$ cat src/sbn_pkg.sv
// Purpose: Shared constants for the sync, blank and nibble pixel port.
// Assumes: 100 MHz system clock; registers reached over AXI4-Lite.
// Notes:   Offsets are byte addresses of aligned 32-bit words.
package sbn_pkg;
  // ****************************************************************
  // Register map
  // ****************************************************************
  localparam logic [3:0] GEN_CTRL_ADDR = 4'h0;
  localparam logic [3:0] MUX_CTRL_ADDR = 4'h4;
  localparam logic [3:0] STATUS_ADDR = 4'h8;
  localparam logic [7:0] GEN_CTRL_RESET = 8'h03;
  localparam logic [7:0] MUX_CTRL_RESET = 8'h2d;
  localparam logic [5:0] PASSTHROUGH_CODE = 6'h2d;

  // ****************************************************************
  // General control fields
  // ****************************************************************
  localparam int LINE_POL_BIT = 0;
  localparam int FRAME_POL_BIT = 1;
  localparam int SPLIT_BIT = 2;
  localparam int NIBBLE_BIT = 3;
  localparam int PEDESTAL_BIT = 4;
  localparam int GREEN_SYNC_BIT = 5;
  localparam int BIG_ENDIAN_BIT = 6;
  localparam int INDICATOR_BIT = 7;

  // ****************************************************************
  // Status fields
  // ****************************************************************
  localparam int ST_PASSTHROUGH_BIT = 0;
  localparam int ST_NIBBLE_BIT = 1;
  localparam int ST_SPLIT_BIT = 2;
  localparam int ST_FLAG_BIT = 3;

  // ****************************************************************
  // Timing
  // ****************************************************************
  localparam int CLK_PERIOD_NS = 10;
  localparam int PULSE_MIN_NS = 15;
  localparam int PULSE_CYCLES = (PULSE_MIN_NS + CLK_PERIOD_NS - 1) / CLK_PERIOD_NS;
  localparam int START_MAX_NS = 20;
  localparam int START_CYCLES = START_MAX_NS / CLK_PERIOD_NS;
  localparam int PIPE_DEPTH = 3;
  localparam int SYNC_BITS = 3;

  // AXI responses
  localparam logic [1:0] RESP_OKAY = 2'h0;
  localparam logic [1:0] RESP_SLVERR = 2'h2;
endpackage

$ cat src/sbn_pipe_if.sv
// Purpose: Carrier between the port logic and its sync/blank delay line.
// Assumes: One clock; advance is a one-cycle enable.
// Notes:   Bit 0 line sync, bit 1 frame sync, bit 2 blank, all active low.
`timescale 1ns/10ps
interface sbn_pipe_if;
  logic advance;
  logic flush;
  logic [sbn_pkg::SYNC_BITS-1:0] din;
  logic [sbn_pkg::SYNC_BITS-1:0] dout;
  modport source (output advance, output flush, output din, input dout);
  modport pipe (input advance, input flush, input din, output dout);
endinterface

$ cat src/sbn_pixel_port.sv
// Purpose: Sync/blank gating and delay, extra transfer shift pulse,
//          nibble pixel mode, mode indicator and general control register.
// Assumes: Pins and external clocks are asynchronous and are synchronised.
// Notes:   External clocks are sampled, so edges are seen two cycles late.
//
// How it works
// normal modes pass both syncs through true or complement gating
// control bits 0 and 1 pick sync output polarity, default high
// pass-through mode forwards syncs unchanged, ignoring polarity bits
// sample on video clock fall normally, pass-through clock rise otherwise
// sync and blank are delayed through a pipeline to match pixels
// delayed active sync switches green sync current off regardless of blank
// source should assert syncs only while blank is active
// split enabled, nibble off, flag rising inserts one extra shift pulse
// extra pulse starts within 20 ns and stays high at least 15 ns
// latch-driven flag must fall within half a shift period of blank rising
// split enabled with flag low leaves the shift clock untouched
// flag is not gated by blank; source keeps it low when unwanted
// nibble is bit3 set bit2 clear; split is bit2 set bit3 clear
// in nibble mode flag high picks upper nibbles, low picks lower
// source changes flag only during blank
// frame buffer holds pixels until shift clock and blank both fall
// software never sets nibble and split together
// nibble mode overrides other mux selections and still extracts nibbles
// chosen nibble goes to the low four bits, high four bits zero
// with bits 3 and 2 clear the flag is ignored
// indicator low at reset and in pass-through, else follows bit 7
// control bit 6 selects little or big endian byte order
// bit 5 enables green sync, bit 4 selects the 7.5 IRE pedestal
// writing 2Dh to mux control low bits selects pass-through and resets
// one extra pulse per flag rise, rearmed only after flag returns low
//
// Design decisions made here: the placing of the registers and the AXI4-Lite register port.
`timescale 1ns/10ps
module sbn_pixel_port (
  // Clock and reset
  input wire logic clk_i,
  input wire logic reset_i,
  // AXI4-Lite slave
  input wire logic [31:0] s_axi_awaddr_i,
  input wire logic s_axi_awvalid_i,
  output logic s_axi_awready_o,
  input wire logic [31:0] s_axi_wdata_i,
  input wire logic [3:0] s_axi_wstrb_i,
  input wire logic s_axi_wvalid_i,
  output logic s_axi_wready_o,
  output logic [1:0] s_axi_bresp_o,
  output logic s_axi_bvalid_o,
  input wire logic s_axi_bready_i,
  input wire logic [31:0] s_axi_araddr_i,
  input wire logic s_axi_arvalid_i,
  output logic s_axi_arready_o,
  output logic [31:0] s_axi_rdata_o,
  output logic [1:0] s_axi_rresp_o,
  output logic s_axi_rvalid_o,
  input wire logic s_axi_rready_i,
  // Pins from timing source and frame buffer
  input wire logic line_sync_n_i,
  input wire logic frame_sync_n_i,
  input wire logic blank_n_i,
  input wire logic video_timing_clock_i,
  input wire logic passthrough_input_clock_i,
  input wire logic transfer_nibble_flag_i,
  input wire logic [31:0] pixel_bus_in_i,
  // Base shift clock from the internal divider
  input wire logic shift_clock_base_i,
  // Outputs
  output logic line_pulse_out_o,
  output logic frame_pulse_out_o,
  output logic blank_delayed_n_o,
  output logic green_current_out_sync_o,
  output logic pedestal_en_o,
  output logic shift_clock_o,
  output logic mode_indicator_out_o,
  output logic [31:0] pixel_word_o
);
  // ****************************************************************
  // Register bus
  // ****************************************************************
  logic [7:0] gen_ctrl_reg, gen_ctrl_next;
  logic [7:0] mux_ctrl_reg, mux_ctrl_next;
  logic bvalid_reg, bvalid_next;
  logic [1:0] bresp_reg, bresp_next;
  logic rvalid_reg, rvalid_next;
  logic [1:0] rresp_reg, rresp_next;
  logic [31:0] rdata_reg, rdata_next;
  logic wr_take, rd_take, sw_reset;
  logic passthrough, nibble_act, split_act;
  logic flag_s2;

  function automatic logic [3:0] word_addr(input logic [31:0] a);
    word_addr = a[3:0];
  endfunction

  assign passthrough = (mux_ctrl_reg[5:0] == sbn_pkg::PASSTHROUGH_CODE);
  assign nibble_act = gen_ctrl_reg[sbn_pkg::NIBBLE_BIT] & ~gen_ctrl_reg[sbn_pkg::SPLIT_BIT];
  assign split_act = gen_ctrl_reg[sbn_pkg::SPLIT_BIT] & ~gen_ctrl_reg[sbn_pkg::NIBBLE_BIT];

  // Both address and data are taken together; a lone one waits
  assign wr_take = s_axi_awvalid_i & s_axi_wvalid_i & ~bvalid_reg;
  assign rd_take = s_axi_arvalid_i & ~rvalid_reg;
  assign s_axi_awready_o = wr_take;
  assign s_axi_wready_o = wr_take;
  assign s_axi_arready_o = rd_take;
  assign sw_reset = wr_take && s_axi_awaddr_i[31:4] == 28'h0 && word_addr(s_axi_awaddr_i) ==
    sbn_pkg::MUX_CTRL_ADDR && s_axi_wstrb_i[0] && s_axi_wdata_i[5:0] == sbn_pkg::PASSTHROUGH_CODE;

  always_comb begin
    gen_ctrl_next = gen_ctrl_reg;
    mux_ctrl_next = mux_ctrl_reg;
    bvalid_next = bvalid_reg & ~s_axi_bready_i;
    bresp_next = bresp_reg;
    rvalid_next = rvalid_reg & ~s_axi_rready_i;
    rresp_next = rresp_reg;
    rdata_next = rdata_reg;
    if (wr_take) begin
      bvalid_next = 1'b1;
      bresp_next = sbn_pkg::RESP_OKAY;
      if (word_addr(s_axi_awaddr_i) == sbn_pkg::GEN_CTRL_ADDR) begin
        if (s_axi_wstrb_i[0]) begin
          gen_ctrl_next = s_axi_wdata_i[7:0];
        end
      end else if (word_addr(s_axi_awaddr_i) == sbn_pkg::MUX_CTRL_ADDR) begin
        if (s_axi_wstrb_i[0]) begin
          mux_ctrl_next = s_axi_wdata_i[7:0];
        end
      end else if (word_addr(s_axi_awaddr_i) != sbn_pkg::STATUS_ADDR ||
                   s_axi_awaddr_i[31:4] != 28'h0) begin
        bresp_next = sbn_pkg::RESP_SLVERR;
      end
      if (s_axi_awaddr_i[31:4] != 28'h0) begin
        gen_ctrl_next = gen_ctrl_reg;
        mux_ctrl_next = mux_ctrl_reg;
        bresp_next = sbn_pkg::RESP_SLVERR;
      end
      if (sw_reset) begin
        gen_ctrl_next = sbn_pkg::GEN_CTRL_RESET;
      end
    end
    if (rd_take) begin
      rvalid_next = 1'b1;
      rresp_next = sbn_pkg::RESP_OKAY;
      rdata_next = 32'h0;
      if (s_axi_araddr_i[31:4] != 28'h0) begin
        rresp_next = sbn_pkg::RESP_SLVERR;
      end else if (word_addr(s_axi_araddr_i) == sbn_pkg::GEN_CTRL_ADDR) begin
        rdata_next[7:0] = gen_ctrl_reg;
      end else if (word_addr(s_axi_araddr_i) == sbn_pkg::MUX_CTRL_ADDR) begin
        rdata_next[7:0] = mux_ctrl_reg;
      end else if (word_addr(s_axi_araddr_i) == sbn_pkg::STATUS_ADDR) begin
        rdata_next[sbn_pkg::ST_PASSTHROUGH_BIT] = passthrough;
        rdata_next[sbn_pkg::ST_NIBBLE_BIT] = nibble_act;
        rdata_next[sbn_pkg::ST_SPLIT_BIT] = split_act;
        rdata_next[sbn_pkg::ST_FLAG_BIT] = flag_s2;
      end else begin
        rresp_next = sbn_pkg::RESP_SLVERR;
      end
    end
  end

  always_ff @(posedge clk_i or posedge reset_i) begin
    if (reset_i) begin
      gen_ctrl_reg <= sbn_pkg::GEN_CTRL_RESET;
      mux_ctrl_reg <= sbn_pkg::MUX_CTRL_RESET;
      bvalid_reg <= 1'b0;
      bresp_reg <= sbn_pkg::RESP_OKAY;
      rvalid_reg <= 1'b0;
      rresp_reg <= sbn_pkg::RESP_OKAY;
      rdata_reg <= 32'h0;
    end else begin
      gen_ctrl_reg <= gen_ctrl_next;
      mux_ctrl_reg <= mux_ctrl_next;
      bvalid_reg <= bvalid_next;
      bresp_reg <= bresp_next;
      rvalid_reg <= rvalid_next;
      rresp_reg <= rresp_next;
      rdata_reg <= rdata_next;
    end
  end

  assign s_axi_bvalid_o = bvalid_reg;
  assign s_axi_bresp_o = bresp_reg;
  assign s_axi_rvalid_o = rvalid_reg;
  assign s_axi_rresp_o = rresp_reg;
  assign s_axi_rdata_o = rdata_reg;

  // ****************************************************************
  // Pin synchronisers
  // ****************************************************************
  localparam int PIN_W = 38;
  logic [PIN_W-1:0] pin_raw, pin_s1_reg, pin_s2_reg;
  logic [PIN_W-1:0] pin_prev_reg;
  assign pin_raw = {pixel_bus_in_i, transfer_nibble_flag_i, passthrough_input_clock_i,
                    video_timing_clock_i, blank_n_i, frame_sync_n_i, line_sync_n_i};

  always_ff @(posedge clk_i or posedge reset_i) begin
    if (reset_i) begin
      pin_s1_reg <= {{32{1'b0}}, 3'h0, 3'h7};
      pin_s2_reg <= {{32{1'b0}}, 3'h0, 3'h7};
      pin_prev_reg <= {{32{1'b0}}, 3'h0, 3'h7};
    end else begin
      pin_s1_reg <= pin_raw;
      pin_s2_reg <= pin_s1_reg;
      pin_prev_reg <= pin_s2_reg;
    end
  end

  logic video_timing_clock_fall, pclk_rise, sample_en, base_prev_reg, pixel_en;
  assign flag_s2 = pin_s2_reg[5];
  assign video_timing_clock_fall = pin_prev_reg[3] & ~pin_s2_reg[3];
  assign pclk_rise = ~pin_prev_reg[4] & pin_s2_reg[4];
  assign sample_en = passthrough ? pclk_rise : video_timing_clock_fall;

  // ****************************************************************
  // Sync and blank path
  // ****************************************************************
  sbn_pipe_if pipe_bus ();
  assign pipe_bus.advance = sample_en;
  assign pipe_bus.flush = sw_reset;
  assign pipe_bus.din = pin_s2_reg[2:0];

  sbn_delay_pipe u_pipe (
    .clk_i(clk_i),
    .reset_i(reset_i),
    .p(pipe_bus.pipe)
  );

  logic line_d_n, frame_d_n, sync_active;
  assign line_d_n = pipe_bus.dout[0];
  assign frame_d_n = pipe_bus.dout[1];
  // Polarity bit set means active high, which inverts the active-low input
  assign line_pulse_out_o = passthrough ? line_d_n :
    (line_d_n ^ gen_ctrl_reg[sbn_pkg::LINE_POL_BIT]);
  assign frame_pulse_out_o = passthrough ? frame_d_n :
    (frame_d_n ^ gen_ctrl_reg[sbn_pkg::FRAME_POL_BIT]);
  assign blank_delayed_n_o = pipe_bus.dout[2];
  // Sync wins over blank; the source is expected to overlap them anyway
  assign sync_active = ~line_d_n | ~frame_d_n;
  assign green_current_out_sync_o = gen_ctrl_reg[sbn_pkg::GREEN_SYNC_BIT] & ~sync_active;
  assign pedestal_en_o = gen_ctrl_reg[sbn_pkg::PEDESTAL_BIT];
  assign mode_indicator_out_o = ~passthrough & gen_ctrl_reg[sbn_pkg::INDICATOR_BIT];

  // ****************************************************************
  // Extra shift pulse for split transfers
  // ****************************************************************
  logic armed_reg, armed_next;
  logic [1:0] hold_reg, hold_next;
  logic flag_rise, extra_pulse;
  // Flag is used only in split mode here, so it is ignored otherwise
  assign flag_rise = split_act & armed_reg & flag_s2;

  always_comb begin
    armed_next = armed_reg;
    hold_next = hold_reg;
    if (!flag_s2) begin
      armed_next = 1'b1;
    end else begin
      armed_next = 1'b0;
    end
    if (flag_rise) begin
      hold_next = 2'(sbn_pkg::PULSE_CYCLES - 1);
    end else if (hold_reg != 2'h0) begin
      hold_next = hold_reg - 2'h1;
    end
    if (!split_act || sw_reset) begin
      hold_next = 2'h0;
    end
  end

  always_ff @(posedge clk_i or posedge reset_i) begin
    if (reset_i) begin
      armed_reg <= 1'b0;
      hold_reg <= 2'h0;
    end else begin
      armed_reg <= armed_next;
      hold_reg <= hold_next;
    end
  end

  // Edge term is combinational so the pulse leaves two cycles after the pin
  assign extra_pulse = split_act & (flag_rise | (hold_reg != 2'h0));
  assign shift_clock_o = shift_clock_base_i | extra_pulse;

  // ****************************************************************
  // Pixel latch and nibble stage
  // ****************************************************************
  logic [31:0] pix_lat_reg, pix_lat_next, pix_word_reg, pix_word_next, pix_in;
  logic nib_word_reg, nib_word_next;
  always_ff @(posedge clk_i or posedge reset_i) begin
    if (reset_i) begin
      base_prev_reg <= 1'b0;
    end else begin
      base_prev_reg <= shift_clock_base_i;
    end
  end
  assign pixel_en = passthrough ? pclk_rise : (shift_clock_base_i & ~base_prev_reg);
  assign pix_in = pin_s2_reg[37:6];

  always_comb begin
    pix_lat_next = pix_lat_reg;
    pix_word_next = pix_word_reg;
    nib_word_next = nib_word_reg;
    if (pixel_en) begin
      pix_lat_next = gen_ctrl_reg[sbn_pkg::BIG_ENDIAN_BIT] ?
        {pix_in[7:0], pix_in[15:8], pix_in[23:16], pix_in[31:24]} : pix_in;
      nib_word_next = nibble_act;
      for (int b = 0; b < 4; b++) begin
        // Nibble mode ignores the mux ratio choice and always extracts
        if (nibble_act) begin
          pix_word_next[8*b +: 8] = {4'h0, flag_s2 ? pix_lat_reg[8*b+4 +: 4] :
            pix_lat_reg[8*b +: 4]};
        end else begin
          pix_word_next[8*b +: 8] = pix_lat_reg[8*b +: 8];
        end
      end
    end
  end

  always_ff @(posedge clk_i or posedge reset_i) begin
    if (reset_i) begin
      pix_lat_reg <= 32'h0;
      pix_word_reg <= 32'h0;
      nib_word_reg <= 1'b0;
    end else begin
      pix_lat_reg <= pix_lat_next;
      pix_word_reg <= pix_word_next;
      nib_word_reg <= nib_word_next;
    end
  end
  assign pixel_word_o = pix_word_reg;

  // ****************************************************************
  // Checks
  // ****************************************************************
  AST_INDICATOR_PT: assert property (@(posedge clk_i) disable iff (reset_i)
    passthrough |-> !mode_indicator_out_o) else $error("indicator high in pass-through");
  AST_PT_SYNC: assert property (@(posedge clk_i) disable iff (reset_i)
    passthrough |-> (line_pulse_out_o == pipe_bus.dout[0]) && (frame_pulse_out_o ==
    pipe_bus.dout[1])) else $error("pass-through sync changed polarity");
  AST_NORMAL_POL: assert property (@(posedge clk_i) disable iff (reset_i)
    (!passthrough && gen_ctrl_reg[0] && !pipe_bus.dout[0]) |-> line_pulse_out_o)
    else $error("active-high line sync not asserted");
  AST_PULSE_WIDTH: assert property (@(posedge clk_i) disable iff (reset_i)
    ($rose(extra_pulse) && split_act && $stable(split_act)) |-> extra_pulse[*2])
    else $error("extra shift pulse shorter than two cycles");
  AST_PULSE_START: assert property (@(posedge clk_i) disable iff (reset_i)
    (split_act && $rose(pin_s1_reg[5]) && armed_reg) |=> extra_pulse)
    else $error("extra shift pulse late");
  AST_NO_SPLIT: assert property (@(posedge clk_i) disable iff (reset_i)
    !split_act |-> (shift_clock_o == shift_clock_base_i))
    else $error("shift clock altered without split transfer");
  AST_GREEN_OFF: assert property (@(posedge clk_i) disable iff (reset_i)
    (!pipe_bus.dout[0] || !pipe_bus.dout[1]) |-> !green_current_out_sync_o)
    else $error("green sync current on during sync");
  AST_NIBBLE_HI: assert property (@(posedge clk_i) disable iff (reset_i)
    nib_word_reg |-> ((pixel_word_o & 32'hf0f0f0f0) == 32'h0))
    else $error("nibble word high bits not zero");
  AST_SW_RESET: assert property (@(posedge clk_i) disable iff (reset_i)
    sw_reset |=> (gen_ctrl_reg == 8'h03) && passthrough && !mode_indicator_out_o)
    else $error("software reset not applied");
endmodule

$ cat src/sbn_delay_pipe.sv
// Purpose: Fixed-depth delay line for sync and blank samples.
// Assumes: Inactive level of all carried signals is high.
// Notes:   Flush returns every stage to the inactive level.
`timescale 1ns/10ps
module sbn_delay_pipe (
  // Clock and reset
  input wire logic clk_i,
  input wire logic reset_i,
  // Carrier
  sbn_pipe_if.pipe p
);
  logic [sbn_pkg::SYNC_BITS-1:0] stage_reg [sbn_pkg::PIPE_DEPTH];
  logic [sbn_pkg::SYNC_BITS-1:0] stage_next [sbn_pkg::PIPE_DEPTH];

  genvar g;
  generate
    for (g = 0; g < sbn_pkg::PIPE_DEPTH; g++) begin : g_stage
      always_comb begin
        stage_next[g] = stage_reg[g];
        if (p.flush) begin
          stage_next[g] = '1;
        end else if (p.advance) begin
          stage_next[g] = (g == 0) ? p.din : stage_reg[(g == 0) ? 0 : g - 1];
        end
      end
      always_ff @(posedge clk_i or posedge reset_i) begin
        if (reset_i) begin
          stage_reg[g] <= '1;
        end else begin
          stage_reg[g] <= stage_next[g];
        end
      end
    end
  endgenerate

  assign p.dout = stage_reg[sbn_pkg::PIPE_DEPTH-1];
endmodule

$ cat config.mk
export PLATFORM = sky130hd
export DESIGN_NAME = sbn_pixel_port
export DESIGN_NICKNAME = d
export VERILOG_FILES = /design/src/sbn_pkg.sv /design/src/sbn_pipe_if.sv /design/src/sbn_pixel_port.sv /design/src/sbn_delay_pipe.sv
export SDC_FILE = /design/constraint.sdc
export NUM_CORES = 1
export LEC_CHECK = 0
export BUFFER_PORTS_ARGS = -buffer_cell sky130_fd_sc_hd__buf_4
export CAP_MARGIN = 30
export CORE_MARGIN = 2
export CORE_UTILIZATION = 51
export DETAILED_ROUTE_END_ITERATION = 10
export HOLD_SLACK_MARGIN = 0.06
export PLACE_DENSITY = 0.89
export SLEW_MARGIN = 0
export SYNTH_ARGS = -nofsm -noshare
export SYNTH_HDL_FRONTEND = slang
export SYNTH_SLANG_ARGS = --single-unit
$ cat constraint.sdc
create_clock -name clk_i -period 7.6 [get_ports clk_i]
set_clock_uncertainty 0.1 [all_clocks]
set_input_delay 1.52 -clock clk_i [delete_from_list [all_inputs] [get_ports clk_i]]
set_output_delay 1.52 -clock clk_i [all_outputs]
set_load 0.05 [all_outputs]
==> reports/results.tsv, run 1 <==
stage	metric	value	unit
routing	drt_iter0_markers	254	
setup_path	reg2reg_slack	5.00	ns
routing	ant_nets	0	
timing	worstMarginPinSlew	0.943	ns
yosys	synth.ff_latch_count	183	
cts	cts.sinks	183	
setup_path	crit_chain	buf_4 -> and3b_1 -> buf_4	
setup_path	critPathCaptureType	output port	
global_route	grt_max_degree	115	
cts	path_clk_slew	0.07	ns
global_route	met2_usage	34.4	%
yosys	synth_edf_count	0	
setup_path	rr_endpoint	pixel_word_o[0]$_DFFE_PP0P_	
setup_path	crit_arrival	2.11	ns
global_route	grt_overflow_total	0	
cts	cts_root_buffer	clkbuf_16	
setup_path	startpoint	s_axi_wvalid_i	
final_layout	area_growth	25.8	%
worst_hold_path	min_path_type	reg -> reg	
setup_path	r2r_start	mux_ctrl_reg[3]$_DFFE_PP1P_	
routing	vias	4694	
final_layout	final_area	9340	um2
power	p_per_area	262	nW/um2
setup_path	crit_fanout	6	
setup_path	crit_top_cell	buf_4	
yosys	synth_warnings	0	
cts	numCtsBuffers	17	
cts	cts_setup_buffers	0	
routing	dr.pass1.iters	4	
status	outcome	finished clean	
die	io_pins	226	
power	ir_worst_vdd	0.180	mV
global_route	grt.total_usage	20.5	%
timing	post-route-period-util	49.0	%
cts	cts_tree	built	
global_route	antenna_found_initial	0	
timing	timing_hold_violations_final	0	
die	fp.coreArea	14400	um2
worst_hold_path	holdPathEnd	pin_s2_reg[31]$_DFF_PP0_	
timing	rsz0062_at_grt	no	
routing	wirelength	15.3	mm
die	die_w	125	um
die	die_area	15500	um2
timing	finalSetupTns	0	ns
yosys	synthesis.instances	541	
yosys	synth_area	7420	um2
yosys	ys.flop_type	dfrtp_1	
power	leakagePower	4.44	nW
setup_path	slowest_delay	0.27	ns
yosys	synth.avg_cell_area	13.7	um2
global_route	grt_pass1_wl	25.2	mm
die	die_h	125	um
place	dp.cells	879	
cts	postCtsHoldBufs	0	
setup_path	start_kind	input port	
cts	cts_resized	0	
place	place_area	8750	um2
routing	viasPerCell	5.15	
worst_hold_path	whs_path_depth	0	
setup_path	criticalPathCategory	in -> out	
die	start_util	51.7	%
routing	drc_errors	0	
yosys	synthArstFlopShare	100	%
timing	setup_violations	0	
die	row_count	44	
timing	period_minus_slack	3.73	ns
final_layout	finalNonFillerCells	911	
cts	cts.path.max_buffers	2	
setup_path	cp.required	5.98	ns
setup_path	reg2reg_depth	5	
global_route	grt-busiest-layer	met2	
cts	clk_latency	0.42	ns
timing	maxSlewViolCount	0	
global_route	grt_pass1_vias	4904	
cts	h-tree-depth	4	
yosys	ys_types	50	
final_layout	fin_nets	862	
setup_path	cp_num_buf_inv	2	
yosys	yosysSeqAreaShare	62.0	%
final_layout	drive_gt1_share	43.1	%
routing	wl_per_cell	16.8	um
final_layout	fillers	1024	
timing	clock.fmax	268	MHz
job	drv_cap	0	
setup_path	cp_top_family	buffers and inverters	
place	gp_routability_congestion	0.878	
place	dpl.hpwl	10.7	mm
setup_path	crit_slowest_cell	and3b_1	
global_route	met3_usage	5.15	%
worst_hold_path	min_from	pin_s1_reg[31]$_DFF_PP0_	
final_layout	mostFrequentLayoutCells	175 x buf_4, 162 x dfrtp_1, 68 x mux2_2	
timing	slew-limit-headroom	37.2	%
place	port_buffers	172	
final_layout	antennaDiodeCount	0	
final_layout	final_common_cell	buf_4	
global_route	grt.met1_usage	25.7	%
## synth_stat cells, types with 2 or more instances
master	n	share of area, %
nor4_1	12	1.0
buf_4	32	3.2
nand4_1	2	0.17
nor2_1	8	0.40
o31ai_2	4	0.67
o21ai_0	16	1.1
nor2b_1	4	0.34
xnor2_1	2	0.24
dfrtp_1	162	55
a21o_1	2	0.20
nand2b_1	4	0.34
and2b_1	2	0.20
inv_1	26	1.3
a22o_1	5	0.59
clkbuf_1	9	0.46
nor4_2	2	0.34
nand4_2	2	0.34
buf_6	4	0.61
a21oi_1	3	0.20
and3_1	3	0.25
nand2_2	2	0.17
mux2i_1	22	3.0
nand3_1	19	1.3
dfstp_2	21	7.4
nand2_1	39	2.0
and4_1	3	0.35
mux2_2	68	10
nand4b_1	2	0.24
and2_1	3	0.25
mux2_1	38	5.8
## how the worst max path moves through the flow
stage                                to  slack [ns]  cells after the start
finish                  s_axi_awready_o        3.87                      3
global route             s_axi_wready_o        3.85                      3
CTS                      s_axi_wready_o        3.88                      3
detailed placement      s_axi_awready_o        3.88                      3
global placement        s_axi_arready_o        3.90                      4
floorplan           armed_reg$_DFF_PP0_        1.04                      1
## stage by stage
stage	hold slack [ns]	worst slack [ns]	util, %	power [W]
floorplan	0.231	1.04	-	0.00146
global placement	0.232	3.90	60.9	0.00161
detailed placement	0.235	3.88	60.9	0.00163
CTS	0.250	3.88	64.8	0.00247
global route	0.251	3.85	65.0	0.00254
finish	0.249	3.87	65.0	0.00245
## power by group
part | internal [W] | switching (W)
clock network | 0.000459 | 0.000379
registers | 0.00108 | 0.0000552
logic | 0.000169 | 0.000305
total | 0.00171 | 0.000740
## metal layers
metal,part of all wire [%],vias to the layer above
met4,2.0,0
met2,51,176
met3,6.2,23
met1,40,2321
li1,-,2174
met5,0,-
## cell families after synthesis
family | Yosys count | synth area share (%)
buf+inv | 72 | 5.68
fa+ha+maj | 1 | 0.169
compound gates | 38 | 3.59
other cells | 1 | 0.0505
mux | 128 | 19.0
simple gates | 115 | 9.07
flops | 183 | 62.0
xor+xnor | 3 | 0.354
## layout make-up
class / count / area (um2) / area share, %
Clock buffer: 17 / 425 / 4.55
Clock inverter: 14 / 139 / 1.49
Inverter: 26 / 103 / 1.10
Multi-Input combinational cell: 311 / 2500 / 26.7
Sequential cell: 183 / 4610 / 49.3
Tap cell: 184 / 230 / 2.46
Timing Repair Buffer: 176 / 1340 / 14.4
(Power assumes the default switching activity.)
==> inputs of run 2 (changes only) <==
--- a/config.mk
+++ b/config.mk
@@ -5,13 +5,14 @@
 export SDC_FILE = /design/constraint.sdc
 export NUM_CORES = 1
 export LEC_CHECK = 0
+export ABC_AREA = 1
 export BUFFER_PORTS_ARGS = -buffer_cell sky130_fd_sc_hd__buf_4
 export CAP_MARGIN = 30
 export CORE_MARGIN = 2
-export CORE_UTILIZATION = 51
+export CORE_UTILIZATION = 46
 export DETAILED_ROUTE_END_ITERATION = 10
 export HOLD_SLACK_MARGIN = 0.06
-export PLACE_DENSITY = 0.89
+export PLACE_DENSITY = 0.85
 export SLEW_MARGIN = 0
 export SYNTH_ARGS = -nofsm -noshare
 export SYNTH_HDL_FRONTEND = slang
==> constraint.sdc (replaced) <==
create_clock -name clk_i -period 3.1 [get_ports clk_i]
set_clock_uncertainty 0.1 [all_clocks]
set_input_delay 0.62 -clock clk_i [delete_from_list [all_inputs] [get_ports clk_i]]
set_output_delay 0.62 -clock clk_i [all_outputs]
set_load 0.05 [all_outputs]
==> reports/results.tsv, run 2 <==
stage	metric	value	unit
status	outcome	finished clean	
yosys	synthArstFlopShare	100	%
setup_path	crit_top_cell	inv_1	
cts	numCtsBuffers	17	
timing	post-route-period-util	90.4	%
setup_path	start_kind	register	
global_route	grt_pass1_vias	5425	
job	drv_cap	0	
routing	wl_per_cell	13.8	um
final_layout	area_growth	26.0	%
routing	ant_nets	0	
yosys	synth.area.top_cells	dfrtp_1 54%, nand2_1 7.8%, dfstp_2 7.3%, nor2_1 4.9%, inv_1 3.8%	
yosys	synth_warnings	0	
routing	wirelength	16.2	mm
power	p_per_area	616	nW/um2
place	gp_routability_congestion	0.880	
worst_hold_path	min_path_type	in -> async	
yosys	ys.flop_type	dfrtp_1	
timing	finalSetupTns	0	ns
yosys	synth_xor_area_share	0.233	%
yosys	synth.avg_cell_area	9.67	um2
final_layout	antennaDiodeCount	0	
yosys	yosysSeqAreaShare	61.3	%
routing	dr.pass1.iters	5	
yosys	synth.ff_latch_count	183	
routing	drc_errors	0	
global_route	antenna_found_initial	0	
final_layout	finalNonFillerCells	1173	
setup_path	crit_slowest_cell	dfrtp_1	
yosys	synth_area	7510	um2
yosys	synth_common_cells	162 x dfrtp_1, 156 x nand2_1, 98 x nor2_1	
cts	cts.path.max_buffers	2	
yosys	synth_top_area_cell	dfrtp_1	
place	port_buffers	172	
setup_path	critPathCaptureType	output port	
yosys	yosys.area.top_type_share	54.0	%
setup_path	crit_path_end	shift_clock_o	
place	dpl.hpwl	11.9	mm
die	die_w	132	um
yosys	synth_top_family_by_area	simple AND/OR/NAND/NOR gates	
setup_path	r2r_start	mux_ctrl_reg[3]$_DFFE_PP1P_	
routing	drt_iter0_markers	298	
die	fp.coreArea	15900	um2
timing	slew-limit-headroom	41.5	%
die	start_util	47.1	%
timing	rsz0062_at_grt	no	
final_layout	final_common_cell	buf_4	
setup_path	slowest_delay	0.42	ns
die	row_count	46	
power	ir_worst_vdd	0.456	mV
setup_path	cp.required	2.38	ns
cts	postCtsHoldBufs	0	
global_route	grt.total_usage	19.2	%
yosys	ys_types	37	
cts	cts_resized	0	
setup_path	crit_arrival	2.08	ns
yosys	synthesis.instances	777	
setup_path	rr_endpoint	pixel_word_o[23]$_DFFE_PP0P_	
timing	maxSlewViolCount	0	
yosys	yosysMostFrequentCell	dfrtp_1	
setup_path	reg2reg_slack	0.69	ns
cts	clk_latency	0.43	ns
timing	worstMarginPinSlew	0.876	ns
cts	h-tree-depth	4	
cts	path_clk_slew	0.07	ns
timing	whs	0.0743	ns
timing	timing_hold_violations_final	0	
global_route	grt_max_degree	91	
final_layout	fin_nets	1091	
yosys	synth_mux_area_share	0	%
global_route	grt_overflow_total	0	
timing	setup_violations	0	
yosys	synthAdderAreaFrac	0.167	%
cts	cts.sinks	183	
cts	cts_root_buffer	clkbuf_16	
setup_path	criticalPathCategory	reg -> out	
power	leakagePower	4.64	nW
power	total_power	0.00583	W
cts	cts_tree	built	
global_route	grt_pass1_wl	26.6	mm
routing	viasPerCell	4.80	
setup_path	crit_chain	inv_1 -> nand2_1 -> nor2_1 -> inv_1 -> nand2_1 -> inv_1 -> o21ai_0 -> buf_4	
timing	period_minus_slack	2.80	ns
routing	vias	5635	
place	dp.cells	1141	
setup_path	reg2reg_depth	9	
cts	cts_setup_buffers	0	
setup_path	startpoint	gen_ctrl_reg[3]$_DFFE_PP0P_	
die	io_pins	226	
setup_path	crit_fanout	5	
final_layout	drive_gt1_share	28.3	%
yosys	synth_compound_area_share	10.4	%
die	die_h	132	um
final_layout	mostFrequentLayoutCells	178 x buf_4, 162 x dfrtp_1, 156 x nand2_1	
timing	clock.fmax	357	MHz
die	die_area	17400	um2
yosys	synth-simple-area-share	18.8	%
yosys	synth_edf_count	0	
-- run 2: changes by cell type after synthesis, moves of 8 or more --
cell,previous run,this run
mux2_1,38,0
nand4_1,2,10
o211ai_1,0,17
a21oi_2,0,26
nand3_1,19,49
nor4_1,12,1
mux2i_1,22,0
a21oi_1,3,27
mux2_2,68,0
o21ai_0,16,45
nand2_1,39,156
inv_1,26,77
nor2_1,8,98
-- run 2: worst min-delay path by stage --
stage / start / endpoint / slack, ns / cells past startpoint
3_3_place_gp: pin_s1_reg[7]$_DFF_PP0_ / pin_s2_reg[7]$_DFF_PP0_ / 0.23 / 0
2_1_floorplan: pin_s1_reg[10]$_DFF_PP0_ / pin_s2_reg[10]$_DFF_PP0_ / 0.23 / 0
3_5_place_dp: pin_s1_reg[8]$_DFF_PP0_ / pin_s2_reg[8]$_DFF_PP0_ / 0.23 / 0
6_report: reset_i / pin_s1_reg[31]$_DFF_PP0_ / 0.07 / 2
5_1_grt: reset_i / pin_s1_reg[29]$_DFF_PP0_ / 0.08 / 2
4_1_cts: reset_i / pin_s1_reg[29]$_DFF_PP0_ / 0.07 / 2
-- run 2: worst max-delay path, delay by kind of cell, from the launching register on --
kind	cells	cell delay [ns]
AOI/OAI and AO/OA	1	0.33
buffers and inverters	4	0.53
DFF	1	0.42
and+or+nand+nor	3	0.38
-- run 2: layout make-up --
cell class	instances	area [um2]
Multi-Input combinational cell	484	2320
Clock inverter	11	148
Sequential cell	183	4610
Clock buffer	21	450
Tap cell	216	270
Inverter	78	297
Timing Repair Buffer	180	1380
Fill cell	1330	6480
-- run 2: logic make-up (layout without fill, tap and decap cells) --
| family | after synthesis | after routing |
|---|---|---|
| DFF | 183 | 183 |
| adders and majority gates | 1 | 1 |
| and+or+nand+nor | 331 | 331 |
| other | 1 | 26 |
| xor gates and xnor gates | 2 | 2 |
| buffers and inverters | 135 | 290 |
| AOI/OAI and AO/OA | 124 | 124 |
-- run 2: layer usage --
layer  track usage [%]  wire length, um  vias to the layer above
met2              30.5             7680                      192
met4              7.97              433                        0
met1              25.7             7150                     2646
met3              4.27              898                       33
li1                  -                -                     2764
met5                 0                0                        -
-- run 2: power by group --
part	switching (W)	internal, W	leakage, nW
combinational	0.000656	0.000315	2.22
clock	0.000875	0.00129	0.280
sequential	0.0000967	0.00260	2.14
-- run 2: stage by stage --
step / worst slack (ns) / area, um2 / utilization, %
floorplan: 0.0466 / 7610 / -
global placement: 0.748 / 8870 / 55.6
detailed placement: 0.698 / 8870 / 55.6
CTS: 0.331 / 9470 / 59.4
global route: 0.236 / 9470 / 59.4
finish: 0.297 / 9470 / 59.4
